==> src/lineunit_pkg.sv <==
// constants, register map and symbol types for the line unit channel control
package lineunit_pkg;
  localparam int          ADDR_W             = 4;
  localparam int          DATA_W             = 8;
  localparam logic [3:0]  CTRL_ADDR          = 4'h0;
  localparam logic [3:0]  STATUS_ADDR        = 4'h1;
  localparam logic [7:0]  CTRL_RESET         = 8'h00;
  // control register bit positions
  localparam int          CTRL_SINGLE_RAIL   = 0;
  localparam int          CTRL_BUILD_OUT_DIS = 1;
  localparam int          CTRL_TX_ON         = 2;
  localparam int          CTRL_EQ_IN         = 3;
  localparam int          CTRL_MON_GAIN      = 4;
  localparam int          CTRL_E3_RATE       = 5;
  // status register bit positions
  localparam int          STAT_LOCK_LOST     = 0;
  localparam int          STAT_DRIVE_FAULT   = 1;
  localparam int          STAT_LOS           = 2;
  localparam int          STAT_TX_ACTIVE     = 3;
  // zero run lengths that trigger a substitution
  localparam int          HDB3_RUN           = 4;
  localparam int          B3ZS_RUN           = 3;
  // drive monitor timeout in transmit clock periods
  localparam int          DRIVE_IDLE_PERIODS = 128;
  // lock check window in reference clock periods and tolerance
  localparam int          LOCK_WINDOW        = 1024;
  localparam int          LOCK_TOL_PER_MILLE = 5;
  localparam int          PER_MILLE          = 1000;
  // number of inputs that pass the two-stage synchroniser
  localparam int          SYNC_W             = 16;

  typedef enum logic [1:0] {
    SYM_ZERO,
    SYM_MARK,
    SYM_VIOL,
    SYM_BAL
  } sym_type;
endpackage

==> src/line_code_if.sv <==
// carrier between the channel control and its line encoder
`timescale 1ns/10ps
interface line_code_if;
  logic tick;
  logic single_rail;
  logic e3_rate;
  logic pos_in;
  logic neg_in;
  logic pos_out;
  logic neg_out;

  modport enc (input tick, single_rail, e3_rate, pos_in, neg_in,
               output pos_out, neg_out);
  modport ctl (output tick, single_rail, e3_rate, pos_in, neg_in,
               input pos_out, neg_out);
endinterface

==> src/line_encoder.sv <==
// zero-substitution line encoder with dual-rail bypass
`timescale 1ns/10ps
module line_encoder (
  input  wire logic      clk,     // system clock
  input  wire logic      resetn,  // synchronous reset, active low
  line_code_if.enc       bus      // ticks, format and rail data
);
  lineunit_pkg::sym_type pipe      [lineunit_pkg::HDB3_RUN];
  lineunit_pkg::sym_type next_pipe [lineunit_pkg::HDB3_RUN];
  logic                  parity;
  logic                  next_parity;
  logic                  last_pos;
  logic                  next_last_pos;
  logic                  pos_q;
  logic                  next_pos;
  logic                  neg_q;
  logic                  next_neg;
  logic                  sub_now;

  assign bus.pos_out = pos_q;
  assign bus.neg_out = neg_q;

  always_comb begin
    int run;
    run           = bus.e3_rate ? lineunit_pkg::HDB3_RUN
                                : lineunit_pkg::B3ZS_RUN;
    next_pipe     = pipe;
    next_parity   = parity;
    next_last_pos = last_pos;
    next_pos      = pos_q;
    next_neg      = neg_q;
    sub_now       = 1'b0;
    if (bus.tick) begin
      if (!bus.single_rail) begin
        // violations in the framer data go out as plain pulses
        next_pos = bus.pos_in; // [RQ3] [RQ4]
        next_neg = bus.neg_in; // [RQ4]
      end else begin
        // oldest symbol of the active window goes to the line
        case (pipe[run-1])
          lineunit_pkg::SYM_MARK, lineunit_pkg::SYM_BAL: begin
            next_pos      = ~last_pos; // [RQ22]
            next_neg      = last_pos;
            next_last_pos = ~last_pos;
          end
          lineunit_pkg::SYM_VIOL: begin
            next_pos = last_pos; // [RQ2]
            next_neg = ~last_pos;
          end
          default: begin
            next_pos = 1'b0;
            next_neg = 1'b0;
          end
        endcase
        for (int i = lineunit_pkg::HDB3_RUN - 1; i > 0; i--) begin
          next_pipe[i] = pipe[i-1];
        end
        next_pipe[0] = bus.pos_in ? lineunit_pkg::SYM_MARK
                                  : lineunit_pkg::SYM_ZERO;
        if (bus.pos_in) begin
          next_parity = ~parity;
        end
        sub_now = 1'b1;
        for (int i = 0; i < lineunit_pkg::HDB3_RUN; i++) begin
          if (i < run && next_pipe[i] != lineunit_pkg::SYM_ZERO) begin
            sub_now = 1'b0;
          end
        end
        if (sub_now) begin
          // even mark count since last violation needs a balancing pulse
          if (!parity) begin
            next_pipe[run-1] = lineunit_pkg::SYM_BAL; // [RQ2] [RQ22]
          end
          next_pipe[0] = lineunit_pkg::SYM_VIOL; // [RQ1] [RQ20]
          next_parity  = 1'b0;
        end
      end
    end
  end

  always_ff @(posedge clk) begin
    if (!resetn) begin
      for (int i = 0; i < lineunit_pkg::HDB3_RUN; i++) begin
        pipe[i] <= lineunit_pkg::SYM_ZERO;
      end
      parity   <= 1'b0;
      last_pos <= 1'b0;
      pos_q    <= 1'b0;
      neg_q    <= 1'b0;
    end else begin
      pipe     <= next_pipe;
      parity   <= next_parity;
      last_pos <= next_last_pos;
      pos_q    <= next_pos;
      neg_q    <= next_neg;
    end
  end

  ////////////////////////////////////////////////////////////////////////////
  property p_subst_viol;
    @(posedge clk) disable iff (!resetn)
    (bus.tick && bus.single_rail && sub_now)
      |=> (pipe[0] == lineunit_pkg::SYM_VIOL && !parity);
  endproperty
  a_subst_viol: assert property (p_subst_viol) // [RQ1]
    else $error("zero run not replaced by a violation");

  property p_bal_on_even;
    @(posedge clk) disable iff (!resetn)
    (bus.tick && bus.single_rail && sub_now && !parity)
      |=> (($past(bus.e3_rate) ? pipe[3] : pipe[2])
           == lineunit_pkg::SYM_BAL);
  endproperty
  a_bal_on_even: assert property (p_bal_on_even) // [RQ2]
    else $error("balancing pulse missing on even mark count");

  property p_viol_polarity;
    @(posedge clk) disable iff (!resetn)
    (bus.tick && bus.single_rail &&
     pipe[bus.e3_rate ? 3 : 2] == lineunit_pkg::SYM_VIOL)
      |=> (pos_q == $past(last_pos) && neg_q == !$past(last_pos));
  endproperty
  a_viol_polarity: assert property (p_viol_polarity) // [RQ2]
    else $error("violation pulse polarity wrong");

  property p_dual_pass;
    @(posedge clk) disable iff (!resetn)
    (bus.tick && !bus.single_rail)
      |=> (pos_q == $past(bus.pos_in) && neg_q == $past(bus.neg_in));
  endproperty
  a_dual_pass: assert property (p_dual_pass) // [RQ4]
    else $error("dual rail data not passed through");
endmodule

==> src/lineunit_hdb3_tx_rx_control.sv <==
// per-channel transmit and receive control of a line interface unit
//
// The strobed register port and the placing of the registers were chosen for this implementation.
`timescale 1ns/10ps
// How it works
// [RQ1] single-rail HDB3 replaces four zeros by 000V or B00V
// [RQ2] pattern choice keeps an odd mark count between violations
// [RQ3] dual-rail format bypasses the substitution encoder
// [RQ4] dual-rail violations go to the line as ordinary pulses
// [RQ5] build-out enabled when its control is 0, disabled at 1
// [RQ6] E3 rate always keeps build-out disabled
// [RQ7] far side: enable build-out below 225 feet, else disable
// [RQ8] drive fault flag low while monitor inputs keep toggling
// [RQ9] no monitor transition for 128 tx clocks raises the fault flag
// [RQ10] transmitter on by pin, or host bit 1 with pin high
// [RQ11] transmitter off tristates both line outputs
// [RQ12] host bit at 1 hands on/off control to the pin
// [RQ13] equalizer in when its control is 1, out at 0
// [RQ14] far side: bypass equalizer for square pulses under 300 feet
// [RQ15] monitor control 1 switches in the extra 20 dB gain
// [RQ16] monitor mode suppresses loss of signal entirely
// [RQ17] no input or clock off by over 0.5 percent declares lock loss
// [RQ18] during lock loss the rx clock carries the reference clock
// [RQ19] host control bit 0 at 1 selects single rail, 0 dual rail
// [RQ20] DS3/STS-1 rates replace three zeros by B0V or 00V
// [RQ21] locked with input present, rx clock carries recovered clock
// [RQ22] even mark parity gives B00V, odd gives 000V; marks alternate
module lineunit_hdb3_tx_rx_control #(
  parameter int LOCK_WINDOW = lineunit_pkg::LOCK_WINDOW
) (
  input  wire logic       clk,                // 25 MHz system clock
  input  wire logic       resetn,             // sync reset, active low
  input  wire logic [3:0] addr,               // register address
  input  wire logic [7:0] wdata,              // register write data
  input  wire logic       wr,                 // write strobe
  input  wire logic       rd,                 // read strobe
  output logic      [7:0] rdata,              // read data, cycle after rd
  input  wire logic       host_mode,          // 1: registers, 0: pins
  input  wire logic       rail_format_select, // pin: 1 single rail
  input  wire logic       build_out_disable,  // pin: 1 disables build-out
  input  wire logic       transmitter_on,     // pin: transmitter on
  input  wire logic       rx_equalizer_in,    // pin: equalizer in
  input  wire logic       rx_monitor_gain,    // pin: monitor gain on
  input  wire logic       e3_rate_select,     // pin: 1 E3, 0 DS3/STS-1
  input  wire logic       tx_line_clock,      // framer transmit clock
  input  wire logic       tx_positive_data,   // positive or NRZ data
  input  wire logic       tx_negative_data,   // negative data
  input  wire logic       monitor_plus_input, // drive monitor plus
  input  wire logic       monitor_minus_input,// drive monitor minus
  input  wire logic       line_in_plus,       // sliced rx positive
  input  wire logic       line_in_minus,      // sliced rx negative
  input  wire logic       reference_clock_in, // external reference clock
  input  wire logic       recovered_clock_in, // recovered line clock
  output logic            line_out_plus,      // line driver plus
  output logic            line_out_minus,     // line driver minus
  output logic            line_out_oe,        // driver enable, 0 tristate
  output logic            build_out_on,       // build-out circuit enable
  output logic            rx_equalizer_on,    // equalizer switched in
  output logic            rx_monitor_on,      // 20 dB gain stage on
  output logic            drive_fault_flag,   // no drive monitor transitions
  output logic            rx_lock_lost,       // loss of lock
  output logic            los_flag,           // loss of signal
  output logic            rx_clock_out        // receive clock output
);
  localparam int CNT_W   = $clog2(LOCK_WINDOW) + 2;
  localparam int IDLE_W  = $clog2(lineunit_pkg::DRIVE_IDLE_PERIODS) + 1;
  localparam int TOL     = LOCK_WINDOW * lineunit_pkg::LOCK_TOL_PER_MILLE
                           / lineunit_pkg::PER_MILLE;

  line_code_if enc_bus ();

  ////////////////////////////////////////////////////////////////////////////
  // two-stage synchronisers; stage one is read by stage two only
  logic [lineunit_pkg::SYNC_W-1:0] sync_a;
  logic [lineunit_pkg::SYNC_W-1:0] sync_b;
  logic [lineunit_pkg::SYNC_W-1:0] prev_b;

  always_ff @(posedge clk) begin
    if (!resetn) begin
      sync_a <= '0;
      sync_b <= '0;
      prev_b <= '0;
    end else begin
      sync_a <= {e3_rate_select, rx_monitor_gain, rx_equalizer_in,
                 transmitter_on, build_out_disable, rail_format_select,
                 host_mode, recovered_clock_in, reference_clock_in,
                 line_in_minus, line_in_plus, monitor_minus_input,
                 monitor_plus_input, tx_negative_data, tx_positive_data,
                 tx_line_clock};
      sync_b <= sync_a;
      prev_b <= sync_b;
    end
  end

  logic s_tx_line_clock, s_tpos, s_tneg, s_ref, s_rec, s_host;
  logic s_rail, s_bodis, s_transmitter_on, s_eq, s_mon, s_e3;
  logic tx_edge, ref_edge, rec_edge, mon_trans, line_trans;

  assign s_tx_line_clock    = sync_b[0];
  assign s_tpos     = sync_b[1];
  assign s_tneg     = sync_b[2];
  assign s_ref      = sync_b[7];
  assign s_rec      = sync_b[8];
  assign s_host     = sync_b[9];
  assign s_rail     = sync_b[10];
  assign s_bodis    = sync_b[11];
  assign s_transmitter_on     = sync_b[12];
  assign s_eq       = sync_b[13];
  assign s_mon      = sync_b[14];
  assign s_e3       = sync_b[15];
  assign tx_edge    = s_tx_line_clock & ~prev_b[0];
  assign ref_edge   = s_ref & ~prev_b[7];
  assign rec_edge   = s_rec & ~prev_b[8];
  assign mon_trans  = |(sync_b[4:3] ^ prev_b[4:3]);
  assign line_trans = |(sync_b[6:5] ^ prev_b[6:5]);

  ////////////////////////////////////////////////////////////////////////////
  // register file and effective controls
  logic [7:0] ctrl;
  logic [7:0] next_ctrl;
  logic [7:0] next_rdata;
  logic [7:0] status;
  logic       single_rail_eff, e3_eff, tx_on_eff, mon_eff, eq_eff;
  logic       bo_dis_eff;

  always_comb begin
    single_rail_eff = s_host ? ctrl[lineunit_pkg::CTRL_SINGLE_RAIL]
                             : s_rail; // [RQ19]
    e3_eff          = s_host ? ctrl[lineunit_pkg::CTRL_E3_RATE] : s_e3;
    bo_dis_eff      = s_host ? ctrl[lineunit_pkg::CTRL_BUILD_OUT_DIS]
                             : s_bodis;
    // host bit at 1 only arms the transmitter; the pin still switches it
    tx_on_eff       = s_host ? (ctrl[lineunit_pkg::CTRL_TX_ON] & s_transmitter_on)
                             : s_transmitter_on; // [RQ10] [RQ12]
    eq_eff          = s_host ? ctrl[lineunit_pkg::CTRL_EQ_IN] : s_eq;
    mon_eff         = s_host ? ctrl[lineunit_pkg::CTRL_MON_GAIN] : s_mon;
    status          = 8'h00;
    status[lineunit_pkg::STAT_LOCK_LOST]   = rx_lock_lost;
    status[lineunit_pkg::STAT_DRIVE_FAULT] = drive_fault_flag;
    status[lineunit_pkg::STAT_LOS]         = los_flag;
    status[lineunit_pkg::STAT_TX_ACTIVE]   = line_out_oe;
    next_ctrl  = ctrl;
    next_rdata = 8'h00;
    if (wr && addr == lineunit_pkg::CTRL_ADDR) begin
      next_ctrl = wdata;
    end
    if (rd) begin
      case (addr)
        lineunit_pkg::CTRL_ADDR:   next_rdata = ctrl;
        lineunit_pkg::STATUS_ADDR: next_rdata = status;
        default:                   next_rdata = 8'h00;
      endcase
    end
  end

  always_ff @(posedge clk) begin
    if (!resetn) begin
      ctrl  <= lineunit_pkg::CTRL_RESET;
      rdata <= 8'h00;
    end else begin
      ctrl  <= next_ctrl;
      rdata <= next_rdata;
    end
  end

  ////////////////////////////////////////////////////////////////////////////
  // transmit path
  assign enc_bus.tick        = tx_edge;
  assign enc_bus.single_rail = single_rail_eff; // [RQ3]
  assign enc_bus.e3_rate     = e3_eff; // [RQ20]
  assign enc_bus.pos_in      = s_tpos;
  assign enc_bus.neg_in      = s_tneg;

  line_encoder u_encoder (
    .clk    (clk),
    .resetn (resetn),
    .bus    (enc_bus)
  );

  logic [IDLE_W-1:0] idle_cnt;
  logic [IDLE_W-1:0] next_idle_cnt;
  logic              next_fault;
  logic              next_plus, next_minus, next_oe, next_bo;

  always_comb begin
    next_oe    = tx_on_eff;
    next_plus  = tx_on_eff & enc_bus.pos_out; // [RQ11]
    next_minus = tx_on_eff & enc_bus.neg_out; // [RQ11]
    // E3 has no cross-connect template, so build-out stays off
    next_bo    = ~bo_dis_eff & ~e3_eff; // [RQ5] [RQ6]
    next_idle_cnt = idle_cnt;
    next_fault    = drive_fault_flag;
    if (mon_trans) begin
      next_idle_cnt = '0; // [RQ8]
      next_fault    = 1'b0; // [RQ8] [RQ9]
    end else if (tx_edge &&
                 idle_cnt < IDLE_W'(lineunit_pkg::DRIVE_IDLE_PERIODS)) begin
      next_idle_cnt = idle_cnt + 1'b1;
      if (idle_cnt == IDLE_W'(lineunit_pkg::DRIVE_IDLE_PERIODS - 1)) begin
        next_fault = 1'b1; // [RQ9]
      end
    end
  end

  always_ff @(posedge clk) begin
    if (!resetn) begin
      line_out_plus    <= 1'b0;
      line_out_minus   <= 1'b0;
      line_out_oe      <= 1'b0;
      build_out_on     <= 1'b0;
      idle_cnt         <= '0;
      drive_fault_flag <= 1'b0;
    end else begin
      line_out_plus    <= next_plus;
      line_out_minus   <= next_minus;
      line_out_oe      <= next_oe;
      build_out_on     <= next_bo;
      idle_cnt         <= next_idle_cnt;
      drive_fault_flag <= next_fault;
    end
  end

  ////////////////////////////////////////////////////////////////////////////
  // receive path: lock check over a window of reference periods
  logic [CNT_W-1:0] win_cnt, next_win_cnt, rec_cnt, next_rec_cnt;
  logic [CNT_W-1:0] diff;
  logic             line_act, next_line_act, win_end;
  logic             next_lock_lost, next_los, next_rx_clock_out;

  always_comb begin
    win_end = ref_edge && win_cnt == CNT_W'(LOCK_WINDOW - 1);
    diff    = (rec_cnt > CNT_W'(LOCK_WINDOW))
              ? rec_cnt - CNT_W'(LOCK_WINDOW)
              : CNT_W'(LOCK_WINDOW) - rec_cnt;
    next_win_cnt   = ref_edge ? win_cnt + 1'b1 : win_cnt;
    next_rec_cnt   = rec_edge ? rec_cnt + 1'b1 : rec_cnt;
    next_line_act  = line_act | line_trans;
    next_lock_lost = rx_lock_lost;
    next_los       = los_flag;
    if (win_end) begin
      next_lock_lost = ~line_act | (diff > CNT_W'(TOL)); // [RQ17] [RQ21]
      next_los       = ~line_act;
      next_win_cnt   = '0;
      next_rec_cnt   = '0;
      next_line_act  = 1'b0;
    end
    if (mon_eff) begin
      next_los = 1'b0; // [RQ16]
    end
    // the reference stands in for the line clock while unlocked
    next_rx_clock_out = rx_lock_lost ? s_ref : s_rec; // [RQ18] [RQ21]
  end

  always_ff @(posedge clk) begin
    if (!resetn) begin
      win_cnt         <= '0;
      rec_cnt         <= '0;
      line_act        <= 1'b0;
      rx_lock_lost    <= 1'b1;
      los_flag        <= 1'b0;
      rx_clock_out    <= 1'b0;
      rx_equalizer_on <= 1'b0;
      rx_monitor_on   <= 1'b0;
    end else begin
      win_cnt         <= next_win_cnt;
      rec_cnt         <= next_rec_cnt;
      line_act        <= next_line_act;
      rx_lock_lost    <= next_lock_lost;
      los_flag        <= next_los;
      rx_clock_out    <= next_rx_clock_out;
      rx_equalizer_on <= eq_eff; // [RQ13]
      rx_monitor_on   <= mon_eff; // [RQ15]
    end
  end

  ////////////////////////////////////////////////////////////////////////////
  property p_fault_clear;
    @(posedge clk) disable iff (!resetn)
    mon_trans |=> !drive_fault_flag && idle_cnt == '0;
  endproperty
  a_fault_clear: assert property (p_fault_clear) // [RQ8]
    else $error("drive fault flag not cleared by a transition");

  property p_fault_set;
    @(posedge clk) disable iff (!resetn)
    (tx_edge && !mon_trans &&
     idle_cnt == IDLE_W'(lineunit_pkg::DRIVE_IDLE_PERIODS - 1))
      |=> drive_fault_flag;
  endproperty
  a_fault_set: assert property (p_fault_set) // [RQ9]
    else $error("drive fault flag missing after idle timeout");

  property p_tx_off;
    @(posedge clk) disable iff (!resetn)
    !tx_on_eff |=> !line_out_oe && !line_out_plus && !line_out_minus;
  endproperty
  a_tx_off: assert property (p_tx_off) // [RQ11]
    else $error("line driven while transmitter is off");

  property p_host_pin_rules;
    @(posedge clk) disable iff (!resetn)
    (s_host && ctrl[lineunit_pkg::CTRL_TX_ON])
      |=> line_out_oe == $past(s_transmitter_on);
  endproperty
  a_host_pin_rules: assert property (p_host_pin_rules) // [RQ12]
    else $error("transmitter does not follow the on pin");

  property p_e3_no_build_out;
    @(posedge clk) disable iff (!resetn)
    e3_eff |=> !build_out_on;
  endproperty
  a_e3_no_build_out: assert property (p_e3_no_build_out) // [RQ6]
    else $error("build-out enabled at E3 rate");

  property p_monitor_no_los;
    @(posedge clk) disable iff (!resetn)
    mon_eff |=> rx_monitor_on && !los_flag;
  endproperty
  a_monitor_no_los: assert property (p_monitor_no_los) // [RQ16]
    else $error("loss of signal shown in monitor mode");

  property p_rx_clock_out_ref;
    @(posedge clk) disable iff (!resetn)
    rx_lock_lost |=> rx_clock_out == $past(s_ref);
  endproperty
  a_rx_clock_out_ref: assert property (p_rx_clock_out_ref) // [RQ18]
    else $error("rx clock not the reference while unlocked");

  property p_idle_lock;
    @(posedge clk) disable iff (!resetn)
    (win_end && !line_act) |=> rx_lock_lost;
  endproperty
  a_idle_lock: assert property (p_idle_lock) // [RQ17]
    else $error("lock loss not declared without input");

  c_fault: cover property (@(posedge clk) disable iff (!resetn)
    $rose(drive_fault_flag));
  c_lock: cover property (@(posedge clk) disable iff (!resetn)
    $fell(rx_lock_lost));
  c_tx_on: cover property (@(posedge clk) disable iff (!resetn)
    s_host ##1 $rose(line_out_oe));
endmodule

==> config.mk <==
export PLATFORM = sky130hd
export DESIGN_NAME = lineunit_hdb3_tx_rx_control
export DESIGN_NICKNAME = d
export VERILOG_FILES = /design/src/lineunit_pkg.sv /design/src/line_code_if.sv /design/src/line_encoder.sv /design/src/lineunit_hdb3_tx_rx_control.sv
export SDC_FILE = /design/constraint.sdc
export NUM_CORES = 1
export LEC_CHECK = 0
export BUFFER_PORTS_ARGS = -buffer_cell sky130_fd_sc_hd__buf_4
export CORE_AREA = 10 10 99 101
export CTS_CLUSTER_DIAMETER = 100
export DETAILED_ROUTE_END_ITERATION = 6
export DIE_AREA = 0 0 109 111
export PLACE_DENSITY = 0.88
export SETUP_SLACK_MARGIN = 0.02
export SYNTH_ARGS = -nofsm -noshare
export SYNTH_HDL_FRONTEND = slang
export SYNTH_SLANG_ARGS = --single-unit
==> constraint.sdc <==
create_clock -name clk -period 2.6 [get_ports clk]
set_clock_uncertainty 0.15 [all_clocks]
set_input_delay 0.26 -clock clk [delete_from_list [all_inputs] [get_ports clk]]
set_output_delay 0.26 -clock clk [all_outputs]
set_load 0.01 [all_outputs]
==> results of run 1 <==
-- layer usage --
layer | GRT usage [%] | wire length (µm)
met1 | 18.1 | 3900
met2 | 22.4 | 3990
met3 | 3.43 | 498
met4 | 7.56 | 142
met5 | 0 | 0
-- worst register-to-register path: stages (launching register included) --
cell      delay [ns]
dfxtp_1         0.54
inv_1           0.13
ha_1            0.27
and3_4          0.19
nand4b_4        0.10
mux2_4          0.30
a211o_1         0.29
a31oi_1         0.16
-- what timing repair did --
| item | 4_1_cts | 5_1_grt |
|---|---|---|
| hold buffers | 18 | 0 |
| endpoints found under the setup margin | 0 | 0 |
| hold endpoints to repair | 18 | 0 |
| gates resized for setup | 0 | 0 |
-- power by group through the flow --
stage	combinational, W	clock [W]	sequential, W
after floorplan	0.000106	0	0.00177
after global placement	0.000158	0	0.00178
after detailed placement	0.000163	0	0.00178
after CTS	0.000186	0.000945	0.00174
after global routing	0.000206	0.00102	0.00175
final	0.000186	0.000921	0.00174
-- sequential cells by signal (all words and copies together) (netlist names), 7 cells and up --
name,flops
rec_cnt,12
sync_b,16
win_cnt,12
idle_cnt,8
prev_b,7
sync_a,16
rdata,8
u_encoder.pipe,8
ctrl,8
-- Yosys cell counts, drive strengths merged, types with 2 or more instances --
| cell type | number |
|---|---|
| a211oi | 4 |
| a21boi | 4 |
| a21oi | 13 |
| a31oi | 4 |
| and2 | 49 |
| and3 | 6 |
| buf | 10 |
| clkbuf | 12 |
| dfxtp | 110 |
| ha | 7 |
| inv | 14 |
| mux2i | 23 |
| nand2 | 23 |
| nand2b | 4 |
| nand3 | 7 |
| nand3b | 2 |
| nand4 | 10 |
| nor2 | 54 |
| nor2b | 15 |
| nor3 | 5 |
| nor3b | 2 |
| nor4 | 3 |
| o21ai | 13 |
| o221a | 4 |
| or3 | 4 |
| xnor2 | 16 |
| xor2 | 15 |
-- logic make-up after synthesis --
| group | Yosys count |
|---|---|
| AO/OA/AOI/OAI | 51 |
| XOR/XNOR | 31 |
| adder cells (fa/ha/maj) | 7 |
| buffers and inverters | 36 |
| flip-flops | 110 |
| multiplexers | 24 |
| AND/OR/NAND/NOR | 189 |
-- cell type report --
type | instances | area (µm²)
Clock buffer | 11 | 141
Clock inverter | 4 | 32.5
Fill cell | 597 | 2810
Inverter | 14 | 52.6
Multi-Input combinational cell | 302 | 2020
Sequential cell | 110 | 2200
Tap cell | 105 | 131
Timing Repair Buffer | 71 | 578
-- metrics by stage --
step           hold WS (ns)  instance area [µm²]  total power, W  std cells  setup WS, ns
6_report             0.0106                 5160         0.00285        617         0.406
2_1_floorplan         0.237                 4390         0.00188        448         0.602
5_1_grt              0.0132                 5160         0.00298        617         0.280
4_1_cts             0.00104                 5160         0.00287        617         0.413
3_5_place_dp          0.270                 4810         0.00195        584         0.446
3_3_place_gp          0.265                 4810         0.00194        584         0.522
-- path summary, 6_finish.rpt --
kind / endpoint / depth (start not counted) / from
hold reg to reg: sync_b[1] / 1 / sync_a[1]
hold / removal: ctrl[7] / 3 / wdata[7]
setup reg to reg: rx_lock_lost / 7 / rec_cnt[0]
setup / recovery: rx_lock_lost / 7 / rec_cnt[0]
==> out/qor.yml, run 1 <==
outcome: "completed"
ys_seq_area_share_pct: 50.1
ant_nets: 0
start_kind: "register"
synth.avg_cell_area_um2: 9.81
synth_top_family_by_area: "simple AND/OR/NAND/NOR gates"
initial_utilization_pct: 55.1
critPathTopFamily: "flip-flops"
synth_adder_area_share_pct: 1.99
drv_cap: 0
cts_tree: "done"
die_w_um: 109
cellPowerDensity_nw_per_um2: 552
dieHeight_um: 111
endpoint_kind: "register"
grt_max_degree: 39
muxShareOfSynthArea_pct: 5.87
hold_path.class: "in2reg"
cts_root_buf: "clkbuf_8"
synth_area_um2: 4390
cts_buffers: 9
final_hold_viol_count: 0
max_slew_margin_pct: 63.7
drt_iter0_drc: 171
synth_nets: 487
ios: 50
fin_util_pct: 64.8
combPwrFrac_pct: 6.5
p_seq_share_pct: 61.2
synth_edf_count: 0
syn2layout_area_growth_pct: 17.5
switching_share_pct: 22.7
syn_inst: 448
grtUsageTotal_pct: 14.5
synth_area_leaders: "dfxtp_1, and2_1, mux2i_1, nor2_1, xnor2_1"
overflow: 0
ys_warn_count: 0
n_antenna_cell: 0
crit_required_ns: 2.75
io_buffers: 49
pwr-share-clk_pct: 32.3
drive_gt1_share_pct: 15.6
synth_xor_area_share_pct: 6.18
routed_wirelength_mm: 8.53
rsz0062_at_grt: "false"
p_switching_w: 0.000646
antenna_found_initial: 0
finalCriticalPeriod_ns: 2.19
cpPeakStageDelay_ns: 0.54
max_freq_mhz: 456
path_cells: "inv_1 -> ha_1 -> and3_4 -> nand4b_4 -> mux2_4 -> a211o_1 -> a31oi_1"
p_leak_nw: 2.12
first_global_vias: 3179
die_area_um2: 12100
cts_setup_buffers: 0
clkTransAtPathRegs_ns: 0.10
row_count: 33
cts_buffer_depth: 2
reg2reg_slack_ns: 0.41
crit_buf_inv: 1
dr.pass1.iters: 4
internal_power_w: 0.00220
tightest_slew_ns: 0.543
ys_seq_elements: 110
yosysTopAreaCellShare_pct: 50.1
cp_max_fo: 9
synth-simple-area-share_pct: 24.3
clock_sinks: 110
period_share_pct: 84.4
worstSetupPathType: "reg2reg"
via_per_inst: 5.10
crit_slowest_cell: "dfxtp_1"
synth-async-reset-ratio_pct: 0
via_count: 3147
synth_compound_area_share_pct: 7.69
hpwl_mm: 6.03
setup_viol: 0
htreeDepth: 3
fin_nets: 547
routedWlPerCell_um: 13.8
clkLatencyLatePin_ns: 0.37
ys_types: 55
core_um2: 7970
gp_congestion: 0.878
grt_pass1_wl_mm: 14.5
worstPathArrival_ns: 2.34
fin_setup_tns_ns: 0
final_common_cell: "dfxtp_1"
drc: 0
synth_area_leader_cell: "dfxtp_1"
layout_common_cells: "dfxtp_1, buf_4, nor2_1, and2_1, nand2_1"
slew_violations: 0
irDropWorstVdd_uv: 348
ys.flop_type: "dfxtp_1"
Note: power is estimated with default switching activity, not from simulation.
==> run 2, diff against run 1 <==
CORE_AREA = 10 10 103 105   (was 10 10 99 101)
DIE_AREA = 0 0 113 115   (was 0 0 109 111)
PLACE_DENSITY = 0.85   (was 0.88)
clock period = 2 ns   (was 2.6 ns; I/O delays follow)
==> run 2 against run 1 <==
  * Cell area rose by 6.5%
  * Critical path type unchanged
  * Setup slack worse by 0.36 ns
  * Wire length rose by 4.1%
  * Global-route usage shrank 1.0 points
  * Count of clock-buffer cells in the layout decreased by 2
  * Hold slack improved by 0.057 ns
==> out/qor.yml, run 2 (synthesis gave the netlist of run 1 again) <==
cp_max_fo: 8  # was 9
die_w_um: 113  # was 109 µm
setup_viol: 0  # unchanged
endpoint_kind: "register"  # unchanged
r2r-start: "rec_cnt[10]"  # was rec_cnt[0]
cellPowerDensity_nw_per_um2: 686  # was 552 nW/µm²
cts_buffer_depth: 2  # unchanged
ant_nets: 0  # unchanged
initial_utilization_pct: 51.4  # was 55.1%
reg_top3: "sync_a (16), sync_b (16)"  # unchanged
clkTransAtPathRegs_ns: 0.11  # was 0.10 ns
worstHoldEndpoint: "rdata[1]"  # was ctrl[7]
place_ws_ns: -0.00781  # was 0.446 ns
finalPower_w: 0.00377  # was 0.00285 W
start_kind: "register"  # unchanged
drv_cap: 0  # unchanged
dieHeight_um: 115  # was 111 µm
drive_gt1_share_pct: 21.2  # was 15.6%
gp_congestion: 0.930  # was 0.878
overflow: 0  # unchanged
via_per_inst: 5.03  # was 5.10
max_slew_margin_pct: 76.6  # was 63.7%
layout_common_cells: "dfxtp_1, buf_4, nor2_1, and2_1, dlygate4sd3_1"  # was dfxtp_1, buf_4, nor2_1, and2_1, nand2_1
dr.pass1.iters: 4  # unchanged
routedWlPerCell_um: 13.7  # was 13.8 µm
final_common_cell: "dfxtp_1"  # unchanged
critPathTopFamily: "compound AO/OA/AOI/OAI gates"  # was flip-flops
path_cells: "inv_1 -> ha_4 -> nor3b_1 -> a21oi_1 -> a21oi_1 -> a21oi_1 -> a211o_1 -> a31oi_1"  # was inv_1 -> ha_1 -> and3_4 -> nand4b_4 -> mux2_4 -> a211o_1 -> a31oi_1
drt_iter0_drc: 120  # was 171
row_count: 34  # was 33
routed_wirelength_mm: 8.89  # was 8.53 mm
cpPeakStageDelay_ns: 0.39  # was 0.54 ns
finalCriticalPeriod_ns: 1.95  # was 2.19 ns
rsz0062_at_grt: "true"  # was false
layout.cells.non_filler: 650  # was 617
antenna_found_initial: 0  # unchanged
crit_buf_inv: 1  # unchanged
critPathMostFrequentCell: "a21oi_1"
crit_required_ns: 2.15  # was 2.75 ns
grtUsageTotal_pct: 13.5  # was 14.5%
crit_slowest_cell: "dfxtp_1"  # unchanged
worstPathArrival_ns: 2.11  # was 2.34 ns
cts_root_buf: "clkbuf_8"  # unchanged
grt_pass1_wl_mm: 14.6  # was 14.5 mm
final_area_um2: 5500  # was 5160 µm²
outcome: "completed"  # unchanged
n_antenna_cell: 0  # unchanged
r2r_cells: 8  # was 7
die_area_um2: 13000  # was 12100 µm²
irDropWorstVdd_uv: 367  # was 348 µV
fin_nets: 576  # was 547
min-delay-start: "rd"  # was wdata[7]
io_buffers: 49  # unchanged
final_hold_viol_count: 0  # unchanged
first_global_vias: 3179  # unchanged
hpwl_mm: 6.24  # was 6.03 mm
grt_max_degree: 45  # was 39
syn2layout_area_growth_pct: 25.1  # was 17.5%
period_share_pct: 97.7  # was 84.4%
min_path_cells: 3  # unchanged
clock_sinks: 110  # unchanged
worstSetupPathType: "reg2reg"  # unchanged
fin_util_pct: 64.3  # was 64.8%
regToRegEndpoint: "rx_lock_lost"  # unchanged
placedInstanceArea_um2: 4940  # was 4810 µm²
slew_violations: 0  # unchanged
max_freq_mhz: 512  # was 456 MHz
clkLatencyLatePin_ns: 0.37  # about the same
p_leak_nw: 2.28  # was 2.12 nW
drc: 0  # unchanged
tightest_slew_ns: 0.350  # was 0.543 ns
setup_ws_ns: 0.0455  # was 0.406 ns
core_um2: 8550  # was 7970 µm²
via_count: 3271  # was 3147
dp.cells: 602  # was 584
reg2reg_slack_ns: 0.05  # was 0.41 ns
cts_tree: "done"  # unchanged
ios: 50  # unchanged
hold_path.class: "in2reg"  # unchanged
cts_buffers: 9  # unchanged
htreeDepth: 3  # unchanged
## run 2: tightest hold or removal path: stages
cell and delay (ns):
buf_4 0.11, nand3_1 0.18, nor2_1 0.07
## run 2: repair_timing
action / CTS / global route
hold endpoints to repair: 28 / 0
endpoints found under the setup margin: 1 / 26
resized for setup: 6 / 14
setup buffers: 0 / 5
hold buffers: 27 / 0
pin swaps: 0 / 6
## run 2: cell type report
type / instances / area, µm²
Tap cell: 108 / 135
Timing Repair Buffer: 100 / 842
Clock inverter: 7 / 56.3
Clock buffer: 9 / 124
Fill cell: 638 / 3060
Sequential cell: 110 / 2210
Multi-Input combinational cell: 302 / 2070
Inverter: 14 / 52.6
## run 2: metal layers
layer	vias to the layer above	part of all wire [%]	track usage (%)
met5	-	0	0
met4	0	2.4	7.11
met3	19	5.4	4.01
met2	83	47	21.6
met1	1494	45	16.0
li1	1675	-	-
## run 2: report_power, final
part	internal, W	switching, W	total, W
combinational	0.000164	0.000115	0.000279
clock	0.000468	0.000758	0.00123
sequential	0.00224	0.0000264	0.00226
## run 2: worst max-delay path by stage
| stage | depth (start not counted) | to | start |
|---|---|---|---|
| finish | 8 | rx_lock_lost | rec_cnt[10] |
| detailed placement | 7 | rx_lock_lost | rec_cnt[3] |
| global placement | 7 | rx_lock_lost | rec_cnt[3] |
| CTS | 8 | rx_lock_lost | rec_cnt[10] |
| global route | 8 | rx_lock_lost | rec_cnt[10] |
| floorplan | 8 | rx_lock_lost | rec_cnt[0] |
## run 2: per-stage QoR
stage	hold WS, ns	TNS, ns
after floorplan	0.177	0
after global placement	0.262	0
after detailed placement	0.261	-0.00781
after CTS	0.0571	0
after global routing	0.0952	-0.0922
final	0.0673	0
